<file path="config.mk">
export PLATFORM = sky130hd
export DESIGN_NAME = sci_core
export DESIGN_NICKNAME = d
export VERILOG_FILES = /design/src/hdl/sci_core.v
export VERILOG_INCLUDE_DIRS = /design/src /design/src/inc
export SDC_FILE = /design/constraint.sdc
export NUM_CORES = 1
export LEC_CHECK = 0
export ABC_AREA = 1
export BUFFER_PORTS_ARGS = -buffer_cell sky130_fd_sc_hd__clkbuf_2
export CAP_MARGIN = 20
export CORE_ASPECT_RATIO = 1.2
export CORE_UTILIZATION = 63
export CTS_CLUSTER_DIAMETER = 40
export DETAILED_ROUTE_END_ITERATION = 10
export GPL_TIMING_DRIVEN = 1
export PLACE_DENSITY = 0.81
export SLEW_MARGIN = 20
export SYNTH_ARGS = -nofsm -noshare
export SYNTH_HDL_FRONTEND = slang
export SYNTH_SLANG_ARGS = --single-unit
</file>
<file path="constraint.sdc">
create_clock -name i_clock -period 11.2 [get_ports i_clock]
set_clock_uncertainty 0.15 [all_clocks]
set_input_delay 0.56 -clock i_clock [delete_from_list [all_inputs] [get_ports i_clock]]
set_output_delay 0.56 -clock i_clock [all_outputs]
set_load 0.005 [all_outputs]
</file>
<file path="src/inc/sci_core_defs.vh">
`ifndef SCI_CORE_DEFS_VH
`define SCI_CORE_DEFS_VH
// ----------------------------------------------------------------
// Register offsets
// ----------------------------------------------------------------
`define REG_STATUS      3'h0
`define REG_DATA        3'h1
`define REG_BAUD        3'h2
`define REG_CTRL_ONE    3'h3
`define REG_CTRL_TWO    3'h4
// ----------------------------------------------------------------
// Field positions
// ----------------------------------------------------------------
`define CR1_RX_NINTH    7
`define CR1_TX_NINTH    6
`define CR1_WORD_LEN    4
`define CR2_TX_EMPTY_IE 7
`define CR2_TX_DONE_IE  6
`define CR2_RX_IE       5
`define CR2_IDLE_IE     4
`define CR2_TX_EN       3
`define CR2_RX_EN       2
`define CR2_BREAK       0
`define SR_TX_EMPTY     7
`define SR_TX_DONE      6
`define SR_RX_FULL      5
`define SR_IDLE         4
`define SR_OVERRUN      3
`define SR_NOISE        2
`define SR_FRAMING      1
// ----------------------------------------------------------------
// Reset values and timing
// ----------------------------------------------------------------
`define BAUD_RESET      8'h00
`define OVERSAMPLE      16
`endif

</file>
<file path="src/hdl/sci_core.v">
// The implementer's own choices: the address map and the address-and-strobe port.
`timescale 1ns/100ps
`include "sci_core_defs.vh"
module sci_core #(
	parameter BAUD_W = 8
) (
	// Clock and reset.
	input  wire       i_clock,
	input  wire       i_rst,
	// Register port.
	input  wire [2:0] i_addr,
	input  wire [7:0] i_wdata,
	input  wire       i_wr,
	input  wire       i_rd,
	output reg  [7:0] o_rdata,
	// Processor interrupt mask.
	input  wire       i_cpu_mask_flag,
	output wire       o_irq,
	// Serial pins.
	input  wire       i_serial_rx_pin,
	output reg        o_serial_tx_pin,
	output wire       o_tx_pin_owned
);

// ----------------------------------------------------------------
// Registers
// ----------------------------------------------------------------
reg  [7:0] ctrl_one_q;
reg  [7:0] ctrl_two_q;
reg  [7:0] baud_q;
reg  [7:0] tx_hold_q;
reg        tx_hold_full_q;
reg  [7:0] rx_hold_q;
reg        tx_empty_q, tx_done_q, rx_full_q, idle_q, overrun_q, noise_q, framing_q;
reg        status_seen_q;
reg        noise_latent_q;

wire       word9     = ctrl_one_q[`CR1_WORD_LEN];
wire       tx_en     = ctrl_two_q[`CR2_TX_EN];
wire       rx_en     = ctrl_two_q[`CR2_RX_EN];
wire       brk       = ctrl_two_q[`CR2_BREAK];
wire       wr_data   = i_wr && (i_addr == `REG_DATA);
wire       rd_data   = i_rd && (i_addr == `REG_DATA);
wire       rd_stat   = i_rd && (i_addr == `REG_STATUS);
wire       tx_clear  = wr_data && status_seen_q;
wire       rx_clear  = rd_data && status_seen_q;

// Pin ownership: enabled means serial function, else general I/O.
assign o_tx_pin_owned = tx_en | rx_en;

// ----------------------------------------------------------------
// Baud generators
// ----------------------------------------------------------------
// Each generator counts CPU cycles to a 16x oversample tick.
// Separate counters allow different transmit and receive rates.
reg  [BAUD_W-1:0] tx_div_q, rx_div_q;
wire tx_tick = (tx_div_q == {BAUD_W{1'b0}});
wire rx_tick = (rx_div_q == {BAUD_W{1'b0}});

always @(posedge i_clock or posedge i_rst) begin
	if (i_rst) begin
		tx_div_q <= {BAUD_W{1'b0}};
		rx_div_q <= {BAUD_W{1'b0}};
	end else begin
		tx_div_q <= tx_tick ? {4'h0, baud_q[3:0]} : tx_div_q - 1'b1;
		rx_div_q <= rx_tick ? {4'h0, baud_q[7:4]} : rx_div_q - 1'b1;
	end
end

// ----------------------------------------------------------------
// Input synchroniser
// ----------------------------------------------------------------
reg rx_meta_q, rx_sync_q;
always @(posedge i_clock or posedge i_rst) begin
	if (i_rst) begin
		rx_meta_q <= 1'b1;
		rx_sync_q <= 1'b1;
	end else begin
		rx_meta_q <= i_serial_rx_pin;
		rx_sync_q <= rx_meta_q;
	end
end

// ----------------------------------------------------------------
// Transmitter
// ----------------------------------------------------------------
localparam TX_IDLE = 4'b0001;
localparam TX_SEND = 4'b0010;
localparam TX_MARK = 4'b0100;
localparam TX_OFF  = 4'b1000;

reg [3:0] tx_state_q;
reg [10:0] tx_shift_q;
reg [3:0]  tx_bit_q;
reg [3:0]  tx_sub_q;
reg        tx_en_q;
reg        idle_pend_q;
reg        brk_last_q;
wire [3:0] frame_bits = word9 ? 4'd11 : 4'd10;
wire       tx_bit_end = tx_tick && (tx_sub_q == 4'hF);
wire       tx_frame_end = tx_bit_end && (tx_bit_q == frame_bits - 4'd1);

// Frame builder: stop, data LSB first, start (bit 0 goes first).
function [10:0] build_frame;
	input [7:0] data;
	input       ninth;
	input       nine;
	begin
		build_frame = nine ? {1'b1, ninth, data, 1'b0} : {2'b11, data, 1'b0};
	end
endfunction

always @(posedge i_clock or posedge i_rst) begin
	if (i_rst) begin
		tx_state_q      <= TX_OFF;
		tx_shift_q      <= 11'h7FF;
		tx_bit_q        <= 4'h0;
		tx_sub_q        <= 4'h0;
		tx_en_q         <= 1'b0;
		idle_pend_q     <= 1'b0;
		brk_last_q      <= 1'b0;
		o_serial_tx_pin <= 1'b1;
		tx_hold_full_q  <= 1'b0;
		tx_hold_q       <= 8'h00;
	end else begin
		tx_en_q <= tx_en;
		// A rising tx_enable queues an idle frame and drops queued data.
		if (tx_en && !tx_en_q) begin
			idle_pend_q    <= 1'b1;
			tx_hold_full_q <= 1'b0;
		end else if (wr_data && tx_state_q != TX_IDLE) begin
			tx_hold_q      <= i_wdata;
			tx_hold_full_q <= 1'b1;
		end
		if (tx_tick)
			tx_sub_q <= tx_sub_q + 4'h1;
		case (tx_state_q)
			TX_OFF: begin
				o_serial_tx_pin <= 1'b1;
				if (tx_en)
					tx_state_q <= TX_IDLE;
			end
			TX_IDLE: begin
				o_serial_tx_pin <= 1'b1;
				tx_bit_q <= 4'h0;
				tx_sub_q <= 4'h0;
				if (!tx_en) begin
					tx_state_q <= TX_OFF;
				end else if (idle_pend_q) begin
					idle_pend_q <= 1'b0;
					tx_shift_q  <= 11'h7FF;
					tx_state_q  <= TX_SEND;
				end else if (brk) begin
					tx_shift_q <= 11'h000;
					brk_last_q <= 1'b1;
					tx_state_q <= TX_SEND;
				end else if (brk_last_q) begin
					brk_last_q <= 1'b0;
					tx_state_q <= TX_MARK;
				end else if (wr_data) begin
					tx_shift_q <= build_frame(i_wdata, ctrl_one_q[`CR1_TX_NINTH], word9);
					tx_state_q <= TX_SEND;
				end else if (tx_hold_full_q) begin
					tx_shift_q     <= build_frame(tx_hold_q, ctrl_one_q[`CR1_TX_NINTH], word9);
					tx_hold_full_q <= 1'b0;
					tx_state_q     <= TX_SEND;
				end
			end
			TX_SEND: begin
				o_serial_tx_pin <= tx_shift_q[0];
				if (tx_bit_end) begin
					tx_shift_q <= {1'b1, tx_shift_q[10:1]};
					tx_bit_q   <= tx_bit_q + 4'h1;
				end
				if (tx_frame_end)
					tx_state_q <= TX_IDLE;
			end
			TX_MARK: begin
				o_serial_tx_pin <= 1'b1;
				if (tx_bit_end)
					tx_state_q <= TX_IDLE;
			end
			default: tx_state_q <= TX_OFF;
		endcase
	end
end

wire tx_load = (tx_state_q == TX_IDLE) && tx_en && !idle_pend_q && !brk && !brk_last_q
	&& (wr_data || tx_hold_full_q);
wire tx_done_evt = (tx_state_q == TX_SEND) && tx_frame_end;

// ----------------------------------------------------------------
// Receiver
// ----------------------------------------------------------------
localparam RX_HUNT  = 3'b001;
localparam RX_START = 3'b010;
localparam RX_DATA  = 3'b100;

reg [2:0] rx_state_q;
reg [3:0] rx_sub_q;
reg [3:0] rx_bit_q;
reg [9:0] rx_shift_q;
reg [2:0] rx_samp_q;
reg       rx_noise_q;
reg       rx_prev_q;
wire      rx_vote = (rx_samp_q[0] & rx_samp_q[1]) | (rx_samp_q[0] & rx_samp_q[2]) | (rx_samp_q[1] & rx_samp_q[2]);
wire      rx_split = (rx_samp_q != 3'b000) && (rx_samp_q != 3'b111);
wire      rx_decide = rx_tick && (rx_sub_q == 4'hA);
wire      rx_bit_last = (rx_bit_q == (word9 ? 4'd10 : 4'd9));
wire      rx_done = (rx_state_q == RX_DATA) && rx_decide && rx_bit_last;
wire [9:0] rx_frame = {rx_vote, rx_shift_q[9:1]};
wire      rx_stop_bad = !rx_vote;
// In 8-bit mode the word sits one place higher, because one bit fewer was shifted in.
wire [8:0] rx_data9 = word9 ? rx_frame[8:0] : {1'b0, rx_frame[8:1]};
wire      rx_is_break = (rx_data9 == 9'h000) && rx_stop_bad;
reg [7:0] rx_quiet_q;
reg       rx_arm_q;
wire      rx_idle_evt = (rx_state_q == RX_HUNT) && rx_en && rx_arm_q && rx_tick
	&& (rx_quiet_q == (word9 ? 8'hAF : 8'h9F));

// Quiet-line timer; only one idle report per stretch of silence after a received frame, reset or receiver enable.
always @(posedge i_clock or posedge i_rst) begin
	if (i_rst) begin
		rx_quiet_q <= 8'h00;
		rx_arm_q   <= 1'b1;
	end else begin
		if (rx_state_q != RX_HUNT || !rx_sync_q || !rx_en)
			rx_quiet_q <= 8'h00;
		else if (rx_tick)
			rx_quiet_q <= rx_quiet_q + 8'h01;
		if (!rx_en || rx_done)
			rx_arm_q <= 1'b1;
		else if (rx_idle_evt)
			rx_arm_q <= 1'b0;
	end
end

always @(posedge i_clock or posedge i_rst) begin
	if (i_rst) begin
		rx_state_q <= RX_HUNT;
		rx_sub_q   <= 4'h0;
		rx_bit_q   <= 4'h0;
		rx_shift_q <= 10'h000;
		rx_samp_q  <= 3'h7;
		rx_noise_q <= 1'b0;
		rx_prev_q  <= 1'b1;
	end else begin
		rx_prev_q <= rx_sync_q;
		if (rx_tick) begin
			rx_sub_q <= rx_sub_q + 4'h1;
			// Samples 8, 9, 10 of each bit feed the vote.
			if (rx_sub_q >= 4'h7 && rx_sub_q <= 4'h9)
				rx_samp_q <= {rx_samp_q[1:0], rx_sync_q};
		end
		case (rx_state_q)
			RX_HUNT: begin
				rx_bit_q <= 4'h0;
				// A falling edge restarts the sample phase.
				if (rx_en && rx_prev_q && !rx_sync_q) begin
					rx_sub_q   <= 4'h0;
					rx_state_q <= RX_START;
				end
			end
			RX_START: begin
				if (rx_decide) begin
					if (rx_samp_q == 3'b000) begin
						rx_state_q <= RX_DATA;
						rx_bit_q   <= 4'h1;
					end else begin
						rx_noise_q <= rx_noise_q | rx_split;
						rx_state_q <= RX_HUNT;
					end
				end
			end
			RX_DATA: begin
				if (rx_decide) begin
					rx_shift_q <= rx_frame;
					rx_bit_q   <= rx_bit_q + 4'h1;
					if (rx_split)
						rx_noise_q <= 1'b1;
					if (rx_bit_last)
						rx_state_q <= RX_HUNT;
				end
				if (rx_tick && rx_sub_q == 4'hF)
					rx_sub_q <= 4'h0;
			end
			default: rx_state_q <= RX_HUNT;
		endcase
		if (rx_done)
			rx_noise_q <= 1'b0;
		if (!rx_en)
			rx_state_q <= RX_HUNT;
	end
end

// ----------------------------------------------------------------
// Flags, buffers and register writes
// ----------------------------------------------------------------
// Hardware sets win over the software clearing sequence.
always @(posedge i_clock or posedge i_rst) begin
	if (i_rst) begin
		ctrl_one_q    <= 8'h00;
		ctrl_two_q    <= 8'h00;
		baud_q        <= `BAUD_RESET;
		rx_hold_q     <= 8'h00;
		tx_empty_q    <= 1'b1;
		tx_done_q     <= 1'b1;
		rx_full_q     <= 1'b0;
		idle_q        <= 1'b0;
		overrun_q     <= 1'b0;
		noise_q       <= 1'b0;
		framing_q     <= 1'b0;
		status_seen_q <= 1'b0;
	end else begin
		if (rd_stat)
			status_seen_q <= 1'b1;
		else if (rd_data || wr_data)
			status_seen_q <= 1'b0;
		if (i_wr && i_addr == `REG_CTRL_ONE)
			ctrl_one_q <= {ctrl_one_q[7], i_wdata[6:0]};
		if (i_wr && i_addr == `REG_CTRL_TWO)
			ctrl_two_q <= i_wdata;
		if (i_wr && i_addr == `REG_BAUD)
			baud_q <= i_wdata;
		if (tx_clear) begin
			tx_empty_q <= 1'b0;
			tx_done_q  <= 1'b0;
		end
		if (tx_load)
			tx_empty_q <= 1'b1;
		if (tx_done_evt)
			tx_done_q <= 1'b1;
		if (rx_clear) begin
			rx_full_q <= 1'b0;
			idle_q    <= 1'b0;
			overrun_q <= 1'b0;
			noise_q   <= 1'b0;
			framing_q <= 1'b0;
		end
		if (rx_done || rx_idle_evt) begin
			if (rx_full_q && !rx_clear) begin
				overrun_q <= 1'b1;
			end else begin
				rx_full_q  <= 1'b1;
				rx_hold_q  <= rx_idle_evt ? 8'hFF : rx_data9[7:0];
				ctrl_one_q[`CR1_RX_NINTH] <= rx_data9[8] && !rx_idle_evt;
				noise_q    <= rx_noise_q || (rx_done && rx_split);
				framing_q  <= rx_done && (rx_stop_bad || rx_is_break);
				idle_q     <= rx_idle_evt;
			end
		end
	end
end

// Interrupt gathering, masked by the processor flag.
assign o_irq = !i_cpu_mask_flag && (
	(tx_empty_q && ctrl_two_q[`CR2_TX_EMPTY_IE]) ||
	(tx_done_q  && ctrl_two_q[`CR2_TX_DONE_IE])  ||
	((rx_full_q || overrun_q) && ctrl_two_q[`CR2_RX_IE]) ||
	(idle_q && ctrl_two_q[`CR2_IDLE_IE]));

// Read data appear one cycle after the read strobe.
always @(posedge i_clock or posedge i_rst) begin
	if (i_rst) begin
		o_rdata <= 8'h00;
	end else if (i_rd) begin
		case (i_addr)
			`REG_STATUS:   o_rdata <= {tx_empty_q, tx_done_q, rx_full_q, idle_q, overrun_q, noise_q, framing_q, 1'b0};
			`REG_DATA:     o_rdata <= rx_hold_q;
			`REG_BAUD:     o_rdata <= baud_q;
			`REG_CTRL_ONE: o_rdata <= ctrl_one_q;
			`REG_CTRL_TWO: o_rdata <= ctrl_two_q;
			default:       o_rdata <= 8'h00;
		endcase
	end else begin
		o_rdata <= 8'h00;
	end
end

endmodule // sci_core

</file>
# Yosys cells after proc, flatten, opt, wreduce, memory -nomap -nowiden
# Cells that the tools add are included.
# W data, S select, Z words.
# totals
regBits	137
inputBits	17
output_inout_bits	11
wordCells	281
# classes
add_sub_neg	8
n_lt_le_gt_ge	2
n_eq_ne	39
n_mux	95
n_bitwise	10
reduce_logical	90
# ops
op	count
$mux W11	7
$mux W4	18
$mux W8	6
$mux W1	44
$logic_and A1 B1 Y1	40
$pmux W8 S5	1
$ne A3 B3 Y1 const B	8
$pmux W11 S2	1
$mux W10	2
$mux W3	6
$add A4 B1 Y4 const B	4
$eq A4 B4 Y1 const B	4
$logic_not A8 Y1	2
$ne A2 B2 Y1 const B	8
$pmux W4 S2	2
$pmux W4 S4	1
$reduce_bool A2 Y1	8
$sub A8 B1 Y8 const B	2
$logic_or A1 B1 Y1	12
$pmux W4 S3	1
$reduce_and A4 Y1	3
$logic_not A1 Y1	10
$reduce_and A2 Y1	5
$reduce_and A5 Y1	2
other kinds (31)	47

# Logic depth before layout (Yosys ltp)
# logic_depth
ltp_word	12
depth_mapped	11
mapped_depth_nobuf	11

# Least setup slack after synthesis
# Ideal clock, no wire load.
# synth_path
path_kind	input to register
from	input port i_addr[1]
to	register tx_hold_q[0]
setup_ps	126
arrival_ps	1561
t_required_ps	10924
slack_ps	9363
cell_stages	6
path_buffers	2
cell_sequence	buf_6 > nor3_4 > nand2_4 > nor3_4 > buf_6 > o21ai_0
# synth_via
elab_chain_len	4
# synth_lines
element	line_no	rtl
start, declared	sci_core.v:11	input wire [2:0] i_addr,
$eq A3 B1 Y1	--	
$logic_and A1 B1 Y1	sci_core.v:42	wire wr_data = i_wr && (i_addr == `REG_DATA);
$logic_and A1 B1 Y1	sci_core.v:131	end else if (wr_data && tx_state_q != TX_IDLE) begin
$reduce_and A2 Y1 (no line)	--	
end signal, assigned	sci_core.v:132	tx_hold_q <= i_wdata;
end, declared	sci_core.v:31	reg [7:0] tx_hold_q;
# Every way passes these cells.
# A chain may end at the register's enable or synchronous reset.

# Worst setup path in the final report
# layout_path
from	register rx_div_q[0]
to	register idle_q
# layout_via
elab_chain_len	6
elab_cells_between_ends	9
cone_classes	mux (2); reduce/logical (7)
# layout_lines
element	line_no	rtl
start, declared	sci_core.v:56	reg [BAUD_W-1:0] tx_div_q, rx_div_q;
start signal, assigned	sci_core.v:63	rx_div_q <= {BAUD_W{1'b0}};
start signal, assigned	sci_core.v:66	rx_div_q <= rx_tick ? {4'h0, baud_q[7:4]} : rx_div_q - 1'b1;
$logic_not A8 Y1 *	sci_core.v:58	wire rx_tick = (rx_div_q == {BAUD_W{1'b0}});
$logic_and A1 B1 Y1	sci_core.v:208	wire rx_decide = rx_tick && (rx_sub_q == 4'hA);
$logic_and A1 B1 Y1 (2 in a row)	sci_core.v:210	wire rx_done = (rx_state_q == RX_DATA) && rx_decide && rx_bit_last;
$logic_or A1 B1 Y1	sci_core.v:340	if (rx_done || rx_idle_evt) begin
$mux W1 *	sci_core.v:340	
end signal, assigned	sci_core.v:349	idle_q <= rx_idle_evt;
end, declared	sci_core.v:34	reg tx_empty_q, tx_done_q, rx_full_q, idle_q, overrun_q, noise_q, framing_q;
# Mark *: on every way between the ends. The rest lies on a longest branch, timed or not.

==> results.yml <==
cells_and_area:
  utilization: 0.729
  final_cell_count_no_fill: 1028
  n_antenna_cell: 0
  synthToLayoutAreaGrowth_pct: 11.6
  finalNetCount: 915
  final_cell_mix: "nand2_1, dfrtp_1, inv_1, o21ai_0, nand3_1"
  layout_commonest_cell: "nand2_1"
  drive_above_1_share: 0.126
  n_fill_cell: 796
  final_cell_area_sq_mm: 0.00771
timing:
  fin_crit_ps: 2460
  max_freq_mhz: 406
  hold_viol: 0
  maxSlewViolCount: 0
  layout_worst_path_cycle_share: 0.220
  rsz0062_at_grt: "false"
  tns_ps: 0
  worstMarginPinSlew_ps: 965
  maxSlewHeadroom: 0.357
  fin_ws_ps: 8740
  hold-worst-slack_ps: 68.6
  setup_viol: 0
global_routing:
  grt_antenna_before_repair: 0
  grt_max_degree: 81
  grt_pass1_vias: 5992
  gr-total-overflow: 0
  grt_first_pass_wirelength_microns: 28100
  grt_util_all_layers: 0.314
logic_synthesis:
  yosysSeqAreaShare: 0.497
  synthesis.area_sq_mm: 0.00690
  synth_cells: 858
  ys_warn_count: 0
  yosysTopAreaCellShare: 0.410
  synthTopCellsByArea: "dfrtp_1, nand2_1, dfstp_2"
  synth_fp_nets: 887
  synth-seq-cells: 136
  syn_avg_cell_area_sq_um: 8.05
  synth_cell_type_count: 45
  yosys.area.top_type: "dfrtp_1"
hold_path:
  hold_class: "primary input to flop"
power:
  static-leakage-power_nw: 3.73
  combPwrFrac: 0.158
  ir_drop_mv: 0.0881
  power_frac_clock: 0.404
  swShare: 0.292
  internal_power_mw: 1.01
  p_total_mw: 1.43
  p_sw_mw: 0.417
  pwr-share-seq: 0.438
  power-per-cell-area_mw_per_mm2: 186
floorplan:
  die_w_microns: 97.6
  die-area_sq_mm: 0.0114
  dieHeight_microns: 117
  num_rows: 41
  start_util: 0.653
  ios: 28
  fp.coreArea_sq_mm: 0.0106
cts:
  numCtsBuffers: 17
  clkLatencyLatePin_ps: 420
  cts_tree: "built"
  ctsResizeCount: 0
  hold_buffers: 0
  clockBufferDepth: 2
  cts_sinks: 136
  clockRootBuffer: "clkbuf_16"
  postCtsSetupBuffers: 0
  clk_pin_slew_ps: 60
  htreeDepth: 4
placement:
  gp_congestion: 0.970
  pre_cts_slack_ps: 8560
  dp_hpwl_microns: 11200
  numPlacedInstances: 996
  placed_area_sq_mm: 0.00710
  port_buffers: 27
run_status:
  outcome: "finished, final reports clean"
detailed_routing:
  first_pass_iters: 5
  routed_wl_microns: 16400
  drc_errors: 0
  routedWlPerCell_microns: 15.9
  final_antenna_net_count: 0
  vias: 5986
  drt-initial-drc-count: 516
  viasPerCell: 5.82
setup_path:
  timing_worst_setup_path_type: "flop to flop"
  start_kind: "flop"
  crit_fanout: 22
  arrival_ps: 2610
  cp-end-kind: "flop"
  critPathRequiredTime_ps: 11350
job:
  drv_cap: 0
## worst max-delay path, stage by stage, from the launching register on
cell and delay [ps]:
dfrtp_1 390, inv_1 100, ha_1 160, nand2_1 110, nor2_4 480, nand4_1 360, o21ai_2 320, nand2_1 130
nand2_1 80, nand2_1 50
## worst paths after layout
kind                                  from             to  slack, ps  cells after the start
min in group asynchronous            i_rst   tx_hold_q[7]         80                      2
hold reg to reg                  rx_meta_q      rx_sync_q        210                      0
setup / recovery               rx_div_q[0]         idle_q       8740                      9
hold / removal             i_serial_rx_pin      rx_meta_q         70                      1
setup reg to reg               rx_div_q[0]         idle_q       8740                      9
max in group asynchronous            i_rst  ctrl_one_q[7]       9390                      3
## cell type report
type / instances / area (sq um) / share of cell area
clock buffer: 24 / 492 / 0.0638
clock inverter: 8 / 118 / 0.0153
inverter: 108 / 408 / 0.0529
multi-input combinational: 595 / 2950 / 0.383
sequential: 136 / 3430 / 0.445
tap: 129 / 161 / 0.0209
timing repair buffer: 28 / 143 / 0.0185
## power by group through the flow
stage               combinational [mW]  sequential, mW  clock (mW)
global placement                 0.205           0.626           0
floorplan                        0.171           0.611           0
global route                     0.260           0.636       0.600
detailed placement               0.220           0.630           0
finish                           0.227           0.626       0.577
CTS                              0.226           0.625       0.581
## routing by layer
metal / GRT usage / wire, microns / share of wire
met1: 0.359 / 6610 / 0.40
met2: 0.572 / 8630 / 0.53
met3: 0.0521 / 618 / 0.038
met4: 0.162 / 516 / 0.032
met5: 0 / 0 / 0
## logic make-up after synthesis
group           count (synthesis)  synth area share
compound gates                157             0.125
xor+xnor                        7           0.00888
fa+ha+maj                      12            0.0217
buf+inv                       127            0.0750
flops                         136             0.497
simple gates                  419             0.272
## sequential cells by signal, indices dropped and copies added, names as in the netlist, 8 cells and up
| signal | flops |
|---|---|
| ctrl_two_q | 8 |
| rx_quiet_q | 8 |
| rx_hold_q | 8 |
| ctrl_one_q | 8 |
| rx_shift_q | 9 |
| tx_shift_q | 11 |
| o_rdata | 8 |
| tx_hold_q | 8 |
| baud_q | 8 |
| tx_div_q | 8 |
| rx_div_q | 8 |
## synth_stat cells (all sizes together)
cell type / count
o22ai: 3
nand3: 86
dfstp: 23
nor3: 15
a221oi: 1
nand4: 13
a22oi: 1
nand2: 224
a211oi: 2
clkinv: 2
o2111ai: 1
a31oi: 6
ha: 12
dfrtp: 113
nor2: 75
buf: 11
and3: 2
o21ai: 98
nor4: 2
inv: 106
a21boi: 3
clkbuf: 8
xnor2: 2
a41oi: 2
xor2: 5
o31ai: 1
o32ai: 2
or2: 2
a21oi: 35
o211ai: 2
Note: power is estimated with default switching activity, not from simulation.
